### src/core/branch_defs.svh
// constants for the branch sequencing unit
`ifndef BRANCH_DEFS_SVH
`define BRANCH_DEFS_SVH

`define BSU_WORD_W      16
`define BSU_CNT_W       9
`define BSU_OPC_MSB     15
`define BSU_OPC_LSB     11
`define BSU_COND_MSB    10
`define BSU_COND_LSB    8
`define BSU_DISP_MSB    7
`define BSU_SIGN_BIT    15
`define BSU_OPC_JUMP    5'h15
`define BSU_OPC_CBR     5'h16
`define BSU_OPC_LINK    5'h17
`define BSU_ONE         16'h0001
`define BSU_ZERO        16'h0000
`define BSU_CNT_LAST    9'h001
`define BSU_CLK_NS      4
`define BSU_T_TAKEN_NS  1100
`define BSU_T_NTAKEN_NS 800
`define BSU_CYC_TAKEN \
	((`BSU_T_TAKEN_NS + `BSU_CLK_NS - 1) / `BSU_CLK_NS)
`define BSU_CYC_NTAKEN \
	((`BSU_T_NTAKEN_NS + `BSU_CLK_NS - 1) / `BSU_CLK_NS)

`endif

### src/core/branch_pkg.sv
// types for the branch sequencing unit
`include "branch_defs.svh"

package branch_pkg;

	typedef enum logic [2:0] {
		COND_ACC_NONNEG   = 3'h0,
		COND_ACC_NEG      = 3'h1,
		COND_ACC_ZERO     = 3'h2,
		COND_ACC_NONZERO  = 3'h3,
		COND_COUNT_NONNEG = 3'h4,
		COND_COUNT_NEG    = 3'h5,
		COND_INDEX_ZERO   = 3'h6,
		COND_INDEX_NEG    = 3'h7
	} cond_sel_t;

	typedef enum logic [1:0] {
		ST_IDLE = 2'h0,
		ST_EXEC = 2'h1
	} bsu_state_t;

	typedef struct packed {
		bsu_state_t                st;
		logic [`BSU_CNT_W-1:0]     cnt;
		logic [`BSU_WORD_W-1:0]    pc;
		logic [`BSU_WORD_W-1:0]    link;
		logic [`BSU_WORD_W-1:0]    idx;
		logic [`BSU_WORD_W-1:0]    pend_pc;
		logic [`BSU_WORD_W-1:0]    pend_idx;
		logic                      pend_link_we;
		logic                      pend_idx_we;
		logic                      pend_taken;
		logic                      link_we;
		logic                      idx_we;
		logic                      taken;
		logic                      done;
	} bsu_regs_t;

endpackage : branch_pkg

### src/core/branch_sequencing_unit.sv
// branch sequencing unit: jump, jump-and-link and conditional branches
// Summary of operation
// RULE1 - unconditional jump loads effective address into program counter
// RULE2 - jump-and-link saves incremented counter as return, then jumps
// RULE3 - return address points at instruction after the jump-and-link
// RULE4 - instruction bits 8-10 select one of eight branch conditions
// RULE5 - true condition adds displacement to counter, false goes on
// RULE6 - relative reach is 128 back to 127 forward of current location
// RULE7 - software never pairs branches with indirect, base or index modes
// RULE8 - accumulator non-negative branch taken when bit 15 is zero
// RULE9 - accumulator negative branch taken when sign bit is one
// RULE10 - accumulator zero branch taken only when all bits zero
// RULE11 - accumulator nonzero branch taken when any bit is one
// RULE12 - index negative branch taken when index bit 15 is one
// RULE13 - index zero branch taken only when index holds zero
// RULE14 - count non-negative: increment index, branch if bit 15 zero
// RULE15 - count negative: increment index, branch if bit 15 one
// RULE16 - branch time 0.8 us not taken, 1.1 us taken, same for all
// RULE17 - displacement is eight-bit two's complement, sign extended
// RULE18 - effective address for jumps comes from address logic outside
`include "branch_defs.svh"

module branch_sequencing_unit (
	input  wire logic                   sys_clk_i,
	input  wire logic                   rst_b_i,
	input  wire logic                   ce_i,
	input  wire logic                   start_i,
	input  wire logic [`BSU_WORD_W-1:0] instr_i,
	input  wire logic [`BSU_WORD_W-1:0] pc_i,
	input  wire logic [`BSU_WORD_W-1:0] eff_addr_i,
	input  wire logic [`BSU_WORD_W-1:0] acc_i,
	input  wire logic [`BSU_WORD_W-1:0] index_i,
	output logic                        busy_o,
	output logic                        done_o,
	output logic                        taken_o,
	output logic [`BSU_WORD_W-1:0]      pc_o,
	output logic [`BSU_WORD_W-1:0]      link_o,
	output logic                        link_we_o,
	output logic [`BSU_WORD_W-1:0]      index_o,
	output logic                        index_we_o
);
	import branch_pkg::*;

	localparam logic [`BSU_CNT_W-1:0] CYC_TAKEN  =
		`BSU_CNT_W'(`BSU_CYC_TAKEN);
	localparam logic [`BSU_CNT_W-1:0] CYC_NTAKEN =
		`BSU_CNT_W'(`BSU_CYC_NTAKEN);
	// the start cycle is the first cycle of the instruction
	localparam logic [`BSU_CNT_W-1:0] LOAD_TAKEN  = CYC_TAKEN - `BSU_CNT_LAST;
	localparam logic [`BSU_CNT_W-1:0] LOAD_NTAKEN = CYC_NTAKEN - `BSU_CNT_LAST;

	bsu_regs_t              r;
	bsu_regs_t              next_r;
	logic [4:0]             opc;
	cond_sel_t              cond;
	logic [`BSU_WORD_W-1:0] disp_ext;
	logic [`BSU_WORD_W-1:0] idx_inc;
	logic [`BSU_WORD_W-1:0] pc_inc;
	logic                   is_jump;
	logic                   is_link;
	logic                   is_cbr;
	logic                   cond_true;

	// decode of the presented instruction
	assign opc      = instr_i[`BSU_OPC_MSB:`BSU_OPC_LSB];
	assign cond     = cond_sel_t'(instr_i[`BSU_COND_MSB:`BSU_COND_LSB]); // see RULE4
	assign disp_ext = {{(`BSU_WORD_W-`BSU_DISP_MSB-1){instr_i[`BSU_DISP_MSB]}},
		instr_i[`BSU_DISP_MSB:0]}; // see RULE17 see RULE6
	assign idx_inc  = index_i + `BSU_ONE;
	assign pc_inc   = pc_i + `BSU_ONE; // see RULE3
	assign is_jump  = (opc == `BSU_OPC_JUMP);
	assign is_link  = (opc == `BSU_OPC_LINK);
	assign is_cbr   = (opc == `BSU_OPC_CBR);

	// condition evaluation
	always_comb begin
		case (cond)
			COND_ACC_NONNEG:   cond_true = ~acc_i[`BSU_SIGN_BIT]; // see RULE8
			COND_ACC_NEG:      cond_true = acc_i[`BSU_SIGN_BIT]; // see RULE9
			COND_ACC_ZERO:     cond_true = (acc_i == `BSU_ZERO); // see RULE10
			COND_ACC_NONZERO:  cond_true = (acc_i != `BSU_ZERO); // see RULE11
			COND_COUNT_NONNEG: cond_true = ~idx_inc[`BSU_SIGN_BIT]; // see RULE14
			COND_COUNT_NEG:    cond_true = idx_inc[`BSU_SIGN_BIT]; // see RULE15
			COND_INDEX_ZERO:   cond_true = (index_i == `BSU_ZERO); // see RULE13
			COND_INDEX_NEG:    cond_true = index_i[`BSU_SIGN_BIT]; // see RULE12
			default:           cond_true = 1'b0;
		endcase
	end

	// next state
	always_comb begin
		next_r = r;
		if (ce_i) begin
			next_r.done    = 1'b0;
			next_r.link_we = 1'b0;
			next_r.idx_we  = 1'b0;
			case (r.st)
				ST_IDLE: begin
					if (start_i && (is_jump || is_link || is_cbr)) begin
						next_r.st           = ST_EXEC;
						next_r.pend_link_we = is_link;
						next_r.pend_idx_we  = 1'b0;
						next_r.pend_idx     = index_i;
						if (is_cbr) begin
							next_r.pend_taken = cond_true;
							if (cond == COND_COUNT_NONNEG ||
								cond == COND_COUNT_NEG) begin
								next_r.pend_idx_we = 1'b1; // see RULE14 see RULE15
								next_r.pend_idx    = idx_inc;
							end
							if (cond_true) begin
								next_r.pend_pc = pc_i + disp_ext; // see RULE5
								next_r.cnt     = LOAD_TAKEN; // see RULE16
							end else begin
								next_r.pend_pc = pc_inc; // see RULE5
								next_r.cnt     = LOAD_NTAKEN; // see RULE16
							end
						end else begin
							next_r.pend_taken = 1'b1;
							next_r.pend_pc    = eff_addr_i; // see RULE1 see RULE18
							next_r.cnt        = LOAD_TAKEN; // see RULE16
							if (is_link) begin
								next_r.link = pc_inc; // see RULE2 see RULE3
							end
						end
					end
				end
				ST_EXEC: begin
					if (r.cnt == `BSU_CNT_LAST) begin
						next_r.st      = ST_IDLE;
						next_r.done    = 1'b1;
						next_r.pc      = r.pend_pc; // see RULE1 see RULE2
						next_r.taken   = r.pend_taken;
						next_r.link_we = r.pend_link_we; // see RULE2
						next_r.idx_we  = r.pend_idx_we;
						next_r.idx     = r.pend_idx;
					end else begin
						next_r.cnt = r.cnt - `BSU_CNT_LAST;
					end
				end
				default: next_r.st = ST_IDLE;
			endcase
		end
	end

	always_ff @(posedge sys_clk_i) begin
		if (!rst_b_i) begin
			r <= '0;
		end else begin
			r <= next_r;
		end
	end

	assign busy_o     = (r.st != ST_IDLE);
	assign done_o     = r.done;
	assign taken_o    = r.taken;
	assign pc_o       = r.pc;
	assign link_o     = r.link;
	assign link_we_o  = r.link_we;
	assign index_o    = r.idx;
	assign index_we_o = r.idx_we;

	// capture of the accepted instruction for the checks below
	logic [4:0]             h_opc;
	logic [2:0]             h_cond;
	logic [7:0]             h_disp;
	logic [`BSU_WORD_W-1:0] h_pc;
	logic [`BSU_WORD_W-1:0] h_ea;
	logic [`BSU_WORD_W-1:0] h_acc;
	logic [`BSU_WORD_W-1:0] h_idx;
	logic [`BSU_CNT_W-1:0]  h_len;
	logic                   h_cbr;

	always_ff @(posedge sys_clk_i) begin
		if (!rst_b_i) begin
			h_opc  <= '0;
			h_cond <= '0;
			h_disp <= '0;
			h_pc   <= '0;
			h_ea   <= '0;
			h_acc  <= '0;
			h_idx  <= '0;
			h_len  <= '0;
		end else if (ce_i) begin
			if (r.st == ST_IDLE && next_r.st == ST_EXEC) begin
				h_opc  <= opc;
				h_cond <= instr_i[`BSU_COND_MSB:`BSU_COND_LSB];
				h_disp <= instr_i[`BSU_DISP_MSB:0];
				h_pc   <= pc_i;
				h_ea   <= eff_addr_i;
				h_acc  <= acc_i;
				h_idx  <= index_i;
				h_len  <= '0;
			end else if (busy_o) begin
				h_len <= h_len + `BSU_CNT_LAST;
			end
		end
	end

	assign h_cbr = (h_opc == `BSU_OPC_CBR);
endmodule : branch_sequencing_unit

### config.mk
export PLATFORM = sky130hd
export DESIGN_NAME = branch_sequencing_unit
export DESIGN_NICKNAME = d
export VERILOG_FILES = /design/src/core/branch_pkg.sv /design/src/core/branch_sequencing_unit.sv
export VERILOG_INCLUDE_DIRS = /design/src /design/src/core
export SDC_FILE = /design/constraint.sdc
export NUM_CORES = 1
export LEC_CHECK = 0
export ABC_AREA = 1
export BUFFER_PORTS_ARGS = -buffer_cell sky130_fd_sc_hd__buf_2
export CORE_MARGIN = 5
export CORE_UTILIZATION = 40
export DETAILED_ROUTE_END_ITERATION = 6
export HOLD_SLACK_MARGIN = 0.03
export SLEW_MARGIN = 0
export SYNTH_ARGS = -nofsm -noshare
export SYNTH_HDL_FRONTEND = slang
export SYNTH_SLANG_ARGS = --single-unit
### constraint.sdc
create_clock -name sys_clk_i -period 3.3 [get_ports sys_clk_i]
set_input_delay 0.495 -clock sys_clk_i [delete_from_list [all_inputs] [get_ports sys_clk_i]]
set_output_delay 0.495 -clock sys_clk_i [all_outputs]
set_load 0.02 [all_outputs]
==> flow_results.xml, run 1 <==
<?xml version="1.0" encoding="UTF-8"?>
<metrics>
  <group name="synth">
    <metric name="synth-adder-area-share" unit="%">4.63</metric>
    <metric name="synth_cell_type_count" unit="">39</metric>
    <metric name="ys_ff_latch" unit="">97</metric>
    <metric name="yosysWarningCount" unit="">0</metric>
    <metric name="avg_cell_area_syn" unit="sq um">6.85</metric>
    <metric name="yosys.cell_count.top_type" unit="">sky130_fd_sc_hd__nand2_1</metric>
    <metric name="synthesized_area_fraction_occupied_by_ao_oa_aoi_and_oai_cells" unit="%">18.6</metric>
    <metric name="yosys.area.top_type_share" unit="%">33.3</metric>
    <metric name="synth_cells" unit="">851</metric>
    <metric name="yosys-mux-area-fraction" unit="%">0</metric>
    <metric name="syn-num-nets" unit="">956</metric>
    <metric name="synth_largest_area_cell" unit="">sky130_fd_sc_hd__dfxtp_1</metric>
    <metric name="yosysSeqAreaShare" unit="%">33.3</metric>
    <metric name="post_synth_and_or_nand_nor_area_fraction" unit="%">25.6</metric>
    <metric name="synth.top_cells.by_count" unit="">123 x sky130_fd_sc_hd__nand2_1, 112 x sky130_fd_sc_hd__nor2_1, 97 x sky130_fd_sc_hd__dfxtp_1</metric>
    <metric name="synth_xor_area_share" unit="%">4.35</metric>
    <metric name="synth_ff_type" unit="">sky130_fd_sc_hd__dfxtp_1</metric>
    <metric name="ys_top_cells_by_area" unit="">sky130_fd_sc_hd__dfxtp_1 33%, sky130_fd_sc_hd__nand2_1 7.9%, sky130_fd_sc_hd__o21ai_0 7.8%, sky130_fd_sc_hd__a21oi_1 7.6%, sky130_fd_sc_hd__nor2_1 7.2%</metric>
    <metric name="synth_enable_flop_cells" unit="">0</metric>
    <metric name="netlist_area_before_placement" unit="sq um">5830</metric>
    <metric name="combinational_family_with_the_most_area_after_synthesis" unit="">simple AND/OR/NAND/NOR gates</metric>
    <metric name="synth-async-reset-ratio" unit="%">0</metric>
  </group>
  <group name="setup_path">
    <metric name="worst-endpoint-arrival" unit="ns">2.60</metric>
    <metric name="critical_path.slowest_cell" unit="">sky130_fd_sc_hd__nand2_1</metric>
    <metric name="critical_path_buf_inv_count" unit="">3</metric>
    <metric name="worstReg2RegStart" unit="">r[96]</metric>
    <metric name="critPathMaxStageDelay" unit="ns">0.57</metric>
    <metric name="reg2regPathDepth" unit="">6</metric>
    <metric name="setup.worst_path.start_class" unit="">input port</metric>
    <metric name="reg2reg_to" unit="">r[7]</metric>
    <metric name="endpoint_kind" unit="">register</metric>
    <metric name="most_common_cell_type_on_the_critical_path" unit="">sky130_fd_sc_hd__nand2_1</metric>
    <metric name="cp_cell_sequence" unit="">buf_2 -&gt; inv_1 -&gt; nor2_1 -&gt; nand2_1 -&gt; nor2_2 -&gt; nand2_1 -&gt; nand2_1 -&gt; nand2_1 -&gt; nand2_1 -&gt; nand3_2 -&gt; nand2_1 -&gt; nand2_2 -&gt; nand2_2 -&gt; nand2_1 -&gt; o21ai_1 -&gt; inv_1</metric>
    <metric name="reg2reg_slack" unit="ns">1.35</metric>
    <metric name="timing.critical_path.fanout_max" unit="">20</metric>
    <metric name="crit_family" unit="">simple AND/OR/NAND/NOR gates</metric>
    <metric name="critPathRequiredTime" unit="ns">3.54</metric>
    <metric name="critPathKind" unit="">input port to register</metric>
  </group>
  <group name="power">
    <metric name="power-per-cell-area" unit="nW/um^2">395</metric>
    <metric name="worst_ir_drop_on_vdd" unit="mV">0.285</metric>
    <metric name="total_power" unit="mW">2.61</metric>
    <metric name="leakage" unit="nW">3.20</metric>
  </group>
  <group name="detailed_routing">
    <metric name="vias" unit="">5638</metric>
    <metric name="via_per_inst" unit="">5.06</metric>
    <metric name="detailedRoute.firstPassIterationCount" unit="">5</metric>
    <metric name="route.antenna.remaining_nets" unit="">0</metric>
    <metric name="drt-total-wl" unit="mm">16.2</metric>
    <metric name="initialDrtViolationCount" unit="">322</metric>
    <metric name="post-route-drc-count" unit="">0</metric>
    <metric name="drt-wirelength-per-cell" unit="um">14.5</metric>
  </group>
  <group name="floorplanning">
    <metric name="design.core.area" unit="sq um">14400</metric>
    <metric name="num_io_pins" unit="">137</metric>
    <metric name="initial_core_util" unit="%">40.4</metric>
    <metric name="die_area" unit="sq um">17100</metric>
    <metric name="row_count" unit="">44</metric>
    <metric name="fp.dieW" unit="um">131</metric>
    <metric name="dieHeight" unit="um">131</metric>
  </group>
  <group name="timing">
    <metric name="tightest_slew" unit="ns">0.645</metric>
    <metric name="final-max-slew-violation-count" unit="">0</metric>
    <metric name="totalNegativeSetupSlack" unit="ns">0</metric>
    <metric name="min_period" unit="ns">2.37</metric>
    <metric name="finalHoldViolCount" unit="">0</metric>
    <metric name="clock-skew-final" unit="ns">0.00674</metric>
    <metric name="clock.fmax" unit="MHz">422</metric>
    <metric name="tcrit_tclk_final" unit="%">71.8</metric>
    <metric name="maxSlewHeadroom" unit="%">57.0</metric>
    <metric name="timing.final.setup_violations" unit="">0</metric>
    <metric name="unrepaired_setup_endpoints_after_global_routing" unit="">no</metric>
  </group>
  <group name="cts">
    <metric name="cts-hold-fix-buffers" unit="">0</metric>
    <metric name="clock_sink_count" unit="">97</metric>
    <metric name="cts_buffer_depth" unit="">2</metric>
    <metric name="cts_made_buffers" unit="">9</metric>
    <metric name="cts-root-buf" unit="">sky130_fd_sc_hd__clkbuf_16</metric>
    <metric name="postCtsResizedCells" unit="">0</metric>
    <metric name="htree_num_levels" unit="">3</metric>
    <metric name="tritoncts" unit="">yes</metric>
    <metric name="cts_setup_buffers" unit="">0</metric>
    <metric name="cts_clock_pin_slew_for_the_worst_setup_and_hold_paths" unit="ns">0.07</metric>
    <metric name="clock_insertion_delay_worst_skew" unit="ns">0.34</metric>
  </group>
  <group name="grt">
    <metric name="maximum_number_of_pins_on_one_net_before_global_route_repair" unit="">74</metric>
    <metric name="overflow" unit="">0</metric>
    <metric name="grt_antenna_before_repair" unit="">0</metric>
    <metric name="grt_first_pass_wirelength" unit="mm">25.8</metric>
    <metric name="first_global_vias" unit="">5153</metric>
    <metric name="gr-usage-all-layers" unit="%">18.8</metric>
  </group>
  <group name="placement">
    <metric name="gp_routability_congestion" unit="">0.922</metric>
    <metric name="buffer_ports.inserted" unit="">136</metric>
    <metric name="hpwl" unit="mm">12.4</metric>
  </group>
  <group name="final_layout">
    <metric name="drive_above_1_share" unit="%">18.6</metric>
    <metric name="design.final.nets" unit="">1032</metric>
    <metric name="areaGrowthSynthToFinish" unit="%">13.3</metric>
    <metric name="fillers" unit="">1554</metric>
    <metric name="n_antenna_cell" unit="">0</metric>
  </group>
  <group name="worst_hold_path">
    <metric name="hold_start" unit="">pc_i[0]</metric>
    <metric name="hold_path.class" unit="">input port to register</metric>
    <metric name="hold_path_depth" unit="">2</metric>
    <metric name="min_delay_worst_endpoint" unit="">link_o[0]</metric>
  </group>
  <group name="run_status">
    <metric name="outcome" unit="">finished, final reports clean</metric>
  </group>
  <group name="flow_run">
    <metric name="max_capacitance_violation_total" unit="">0</metric>
  </group>
</metrics>
## worst max-delay path by stage
stage | startpoint | endpoint | slack [ns] | cells after the start
finish | index_i[0] | r[95] | 0.93 | 16
global route | index_i[0] | r[91] | 0.65 | 16
CTS | index_i[0] | r[95] | 0.95 | 16
detailed placement | index_i[0] | r[91] | 0.59 | 16
global placement | index_i[0] | r[91] | 0.64 | 16
floorplan | instr_i[0] | r[35] | 1.32 | 10
## stage by stage
step	utilization, %	setup slack [ns]	hold slack [ns]	cell area (sq um)	cells
after CTS	45.8	0.946	0.397	6610	1115
after detailed placement	43.8	0.587	0.448	6310	1100
after floorplan	-	1.32	0.425	5830	851
final	45.8	0.931	0.412	6610	1115
after global routing	45.8	0.654	0.436	6610	1115
after global placement	43.8	0.635	0.446	6310	1100
## layout by cell type (no fill, tap or decap), types with 2 or more instances in the layout
cell	instances
sky130_fd_sc_hd__nor4_1	2
sky130_fd_sc_hd__nand3_2	2
sky130_fd_sc_hd__nor2_2	2
sky130_fd_sc_hd__nand3_1	58
sky130_fd_sc_hd__inv_2	5
sky130_fd_sc_hd__nand3b_1	5
sky130_fd_sc_hd__nand2_2	2
sky130_fd_sc_hd__clkbuf_16	9
sky130_fd_sc_hd__xor2_1	19
sky130_fd_sc_hd__inv_1	73
sky130_fd_sc_hd__a22o_1	2
sky130_fd_sc_hd__a32o_1	2
sky130_fd_sc_hd__o211ai_1	3
sky130_fd_sc_hd__nor3_4	3
sky130_fd_sc_hd__nor2_1	111
sky130_fd_sc_hd__a21oi_1	89
sky130_fd_sc_hd__clkinvlp_4	2
sky130_fd_sc_hd__o21bai_1	2
sky130_fd_sc_hd__dfxtp_1	97
sky130_fd_sc_hd__buf_4	8
sky130_fd_sc_hd__nand4_1	16
sky130_fd_sc_hd__xnor2_1	10
sky130_fd_sc_hd__nand2_1	123
sky130_fd_sc_hd__o21ai_1	12
sky130_fd_sc_hd__o21ai_0	91
sky130_fd_sc_hd__ha_1	20
sky130_fd_sc_hd__a31oi_1	2
sky130_fd_sc_hd__buf_2	136
sky130_fd_sc_hd__nor3_1	12
## layout make-up
cell class	instances	area, sq um	area share [%]
Multi-Input combinational cell	597	3110	47.0
Sequential cell	97	1940	29.4
Timing Repair Buffer	144	741	11.2
Inverter	78	293	4.43
Clock buffer	11	243	3.67
Tap cell	184	230	3.48
Clock inverter	4	53.8	0.814
## cell families after synthesis
group                      Yosys count
buffers and inverters              157
and+or+nand+nor                    339
xor gates and xnor gates            29
adders and majority gates           21
DFF                                 97
AOI/OAI and AO/OA                  208
## per-layer routing
layer	part of all wire, %	global-route usage [%]
met1	49	27.2
met2	45	30.1
met3	4.9	2.32
met4	1.1	4.42
met5	0	0
## flip-flops by register name, indices dropped and copies added, names as in the netlist
signal      count
r              45
index_o        16
link_o         16
pc_o           16
done_o          1
index_we_o      1
link_we_o       1
taken_o         1
## power by group
part	total [mW]	internal [mW]	switching (mW)
Clock	1.04	0.606	0.437
Combinational	0.386	0.141	0.246
Sequential	1.18	1.18	0.00473
Total	2.61	1.93	0.687
Note: power is estimated with default switching activity, not from simulation.
==> run 2: changes to the inputs <==
==> constraint.sdc (replaced) <==
create_clock -name sys_clk_i -period 2.1 [get_ports sys_clk_i]
set_input_delay 0.315 -clock sys_clk_i [delete_from_list [all_inputs] [get_ports sys_clk_i]]
set_output_delay 0.315 -clock sys_clk_i [all_outputs]
set_load 0.02 [all_outputs]
==> flow_results.xml, run 2 (synthesis gave the netlist of run 1 again) <==
<?xml version="1.0" encoding="UTF-8"?>
<metrics>
  <group name="detailed_routing">
    <metric name="initialDrtViolationCount" unit="">368</metric>
    <metric name="drt-wirelength-per-cell" unit="um">14.8</metric>
    <metric name="route.antenna.remaining_nets" unit="">0</metric>
    <metric name="vias" unit="">5686</metric>
    <metric name="via_per_inst" unit="">5.02</metric>
    <metric name="drt-total-wl" unit="mm">16.8</metric>
    <metric name="detailedRoute.firstPassIterationCount" unit="">5</metric>
    <metric name="post-route-drc-count" unit="">0</metric>
  </group>
  <group name="floorplanning">
    <metric name="dieHeight" unit="um">131</metric>
    <metric name="initial_core_util" unit="%">40.4</metric>
    <metric name="row_count" unit="">44</metric>
    <metric name="fp.dieW" unit="um">131</metric>
    <metric name="num_io_pins" unit="">137</metric>
    <metric name="die_area" unit="sq um">17100</metric>
    <metric name="design.core.area" unit="sq um">14400</metric>
  </group>
  <group name="grt">
    <metric name="first_global_vias" unit="">5051</metric>
    <metric name="maximum_number_of_pins_on_one_net_before_global_route_repair" unit="">62</metric>
    <metric name="grt_first_pass_wirelength" unit="mm">26.2</metric>
    <metric name="overflow" unit="">0</metric>
    <metric name="gr-usage-all-layers" unit="%">19.2</metric>
    <metric name="grt_antenna_before_repair" unit="">0</metric>
  </group>
  <group name="timing">
    <metric name="tightest_slew" unit="ns">0.547</metric>
    <metric name="final-max-slew-violation-count" unit="">0</metric>
    <metric name="maxSlewHeadroom" unit="%">63.5</metric>
    <metric name="clock-skew-final" unit="ns">0.00627</metric>
    <metric name="totalNegativeSetupSlack" unit="ns">0</metric>
    <metric name="final.hold.worst_slack" unit="ns">0.221</metric>
    <metric name="clock.fmax" unit="MHz">564</metric>
    <metric name="min_period" unit="ns">1.77</metric>
    <metric name="tcrit_tclk_final" unit="%">84.4</metric>
    <metric name="finalHoldViolCount" unit="">0</metric>
    <metric name="timing.final.setup_violations" unit="">0</metric>
    <metric name="unrepaired_setup_endpoints_after_global_routing" unit="">no</metric>
  </group>
  <group name="placement">
    <metric name="gp_routability_congestion" unit="">0.895</metric>
    <metric name="hpwl" unit="mm">13.1</metric>
    <metric name="buffer_ports.inserted" unit="">136</metric>
  </group>
  <group name="setup_path">
    <metric name="critPathRequiredTime" unit="ns">2.32</metric>
    <metric name="setup.worst_path.start_class" unit="">register</metric>
    <metric name="worst-endpoint-arrival" unit="ns">1.99</metric>
    <metric name="timing.critical_path.fanout_max" unit="">29</metric>
    <metric name="critPathKind" unit="">register to register</metric>
    <metric name="reg2regPathDepth" unit="">8</metric>
    <metric name="worstReg2RegStart" unit="">r[96]</metric>
    <metric name="endpoint_kind" unit="">register</metric>
    <metric name="reg2reg_slack" unit="ns">0.33</metric>
    <metric name="reg2reg_to" unit="">link_o[14]</metric>
  </group>
  <group name="final_layout">
    <metric name="largest_register_ff_count" unit="">45</metric>
    <metric name="areaGrowthSynthToFinish" unit="%">16.5</metric>
    <metric name="final_core_util" unit="%">47.1</metric>
    <metric name="n_antenna_cell" unit="">0</metric>
    <metric name="registers.top_by_ff_count" unit="">r</metric>
    <metric name="design.final.nets" unit="">1049</metric>
    <metric name="final_common_cell" unit="">sky130_fd_sc_hd__buf_2</metric>
    <metric name="highest_count_cells_in_the_layout_ignoring_fill_and_taps" unit="">136 x sky130_fd_sc_hd__buf_2, 123 x sky130_fd_sc_hd__nand2_1, 111 x sky130_fd_sc_hd__nor2_1</metric>
    <metric name="drive_above_1_share" unit="%">20.2</metric>
  </group>
  <group name="power">
    <metric name="comb_pwr_share" unit="%">14.9</metric>
    <metric name="leakage" unit="nW">3.31</metric>
    <metric name="p_sw_share" unit="%">26.3</metric>
    <metric name="power.switching" unit="mW">1.13</metric>
    <metric name="p_seq_share" unit="%">43.1</metric>
    <metric name="power-per-cell-area" unit="nW/um^2">634</metric>
    <metric name="worst_ir_drop_on_vdd" unit="mV">0.390</metric>
    <metric name="power.clock.fraction" unit="%">42.0</metric>
    <metric name="intPower" unit="mW">3.18</metric>
    <metric name="total_power" unit="mW">4.31</metric>
  </group>
  <group name="cts">
    <metric name="cts-root-buf" unit="">sky130_fd_sc_hd__clkbuf_16</metric>
    <metric name="cts_made_buffers" unit="">9</metric>
    <metric name="clock_insertion_delay_worst_skew" unit="ns">0.34</metric>
    <metric name="cts_clock_pin_slew_for_the_worst_setup_and_hold_paths" unit="ns">0.07</metric>
    <metric name="cts_setup_buffers" unit="">0</metric>
    <metric name="htree_num_levels" unit="">3</metric>
    <metric name="tritoncts" unit="">yes</metric>
    <metric name="postCtsResizedCells" unit="">0</metric>
    <metric name="clock_sink_count" unit="">97</metric>
    <metric name="cts_buffer_depth" unit="">2</metric>
    <metric name="cts-hold-fix-buffers" unit="">0</metric>
  </group>
  <group name="run_status">
    <metric name="outcome" unit="">finished, final reports clean</metric>
  </group>
  <group name="flow_run">
    <metric name="max_capacitance_violation_total" unit="">0</metric>
  </group>
  <group name="worst_hold_path">
    <metric name="min_delay_worst_endpoint" unit="">link_o[0]</metric>
    <metric name="hold_path_depth" unit="">2</metric>
    <metric name="hold_path.class" unit="">input port to register</metric>
    <metric name="hold_start" unit="">pc_i[0]</metric>
  </group>
</metrics>
-- run 2: worst max path at each step --
stage	startpoint	to	slack (ns)
3_3_place_gp	pc_i[4]	r[32]	0.05
3_5_place_dp	pc_i[0]	r[35]	0.03
5_1_grt	pc_i[0]	r[37]	0.1
2_1_floorplan	instr_i[0]	r[35]	0.30
4_1_cts	r[96]	link_o[14]	0.33
6_report	r[96]	link_o[14]	0.33
-- run 2: critical path: stages, from the launching register on --
cell and delay, ns:
sky130_fd_sc_hd__dfxtp_1 0.50, sky130_fd_sc_hd__inv_1 0.20, sky130_fd_sc_hd__nand3_1 0.26, sky130_fd_sc_hd__inv_2 0.07
sky130_fd_sc_hd__nand2_1 0.09, sky130_fd_sc_hd__inv_2 0.05, sky130_fd_sc_hd__buf_12 0.15, sky130_fd_sc_hd__o21ai_0 0.22
sky130_fd_sc_hd__a21oi_1 0.09
-- run 2: routing by layer --
metal,GRT usage (%),vias up,share of wire [%]
li1,-,2972,-
met1,28.2,2548,49
met2,29.5,151,44
met4,5.32,0,1.3
met5,0,-,0
met3,2.72,15,5.9
-- run 2: final cells by class --
type	instances	area [sq um]
Clock buffer	10	239
Clock inverter	6	90.1
Fill cell	1533	7630
Inverter	78	293
Multi-Input combinational cell	597	3110
Sequential cell	97	1940
Tap cell	184	230
Timing Repair Buffer	161	893
-- run 2: metrics by stage --
| stage | setup WS [ns] | std cells | area (sq um) |
|---|---|---|---|
| after detailed placement | 0.0253 | 1117 | 6470 |
| after global placement | 0.0468 | 1117 | 6470 |
| after global routing | 0.0954 | 1133 | 6800 |
| after floorplan | 0.298 | 851 | 5830 |
| final | 0.328 | 1133 | 6800 |
| after CTS | 0.332 | 1133 | 6800 |
-- run 2: power by group through the flow --
stage	registers [mW]	clock network [mW]	logic, mW
global route	1.86	1.91	0.715
global placement	1.90	0	0.638
finish	1.86	1.81	0.643
detailed placement	1.90	0	0.634
CTS	1.86	1.84	0.637
floorplan	1.90	0	0.387
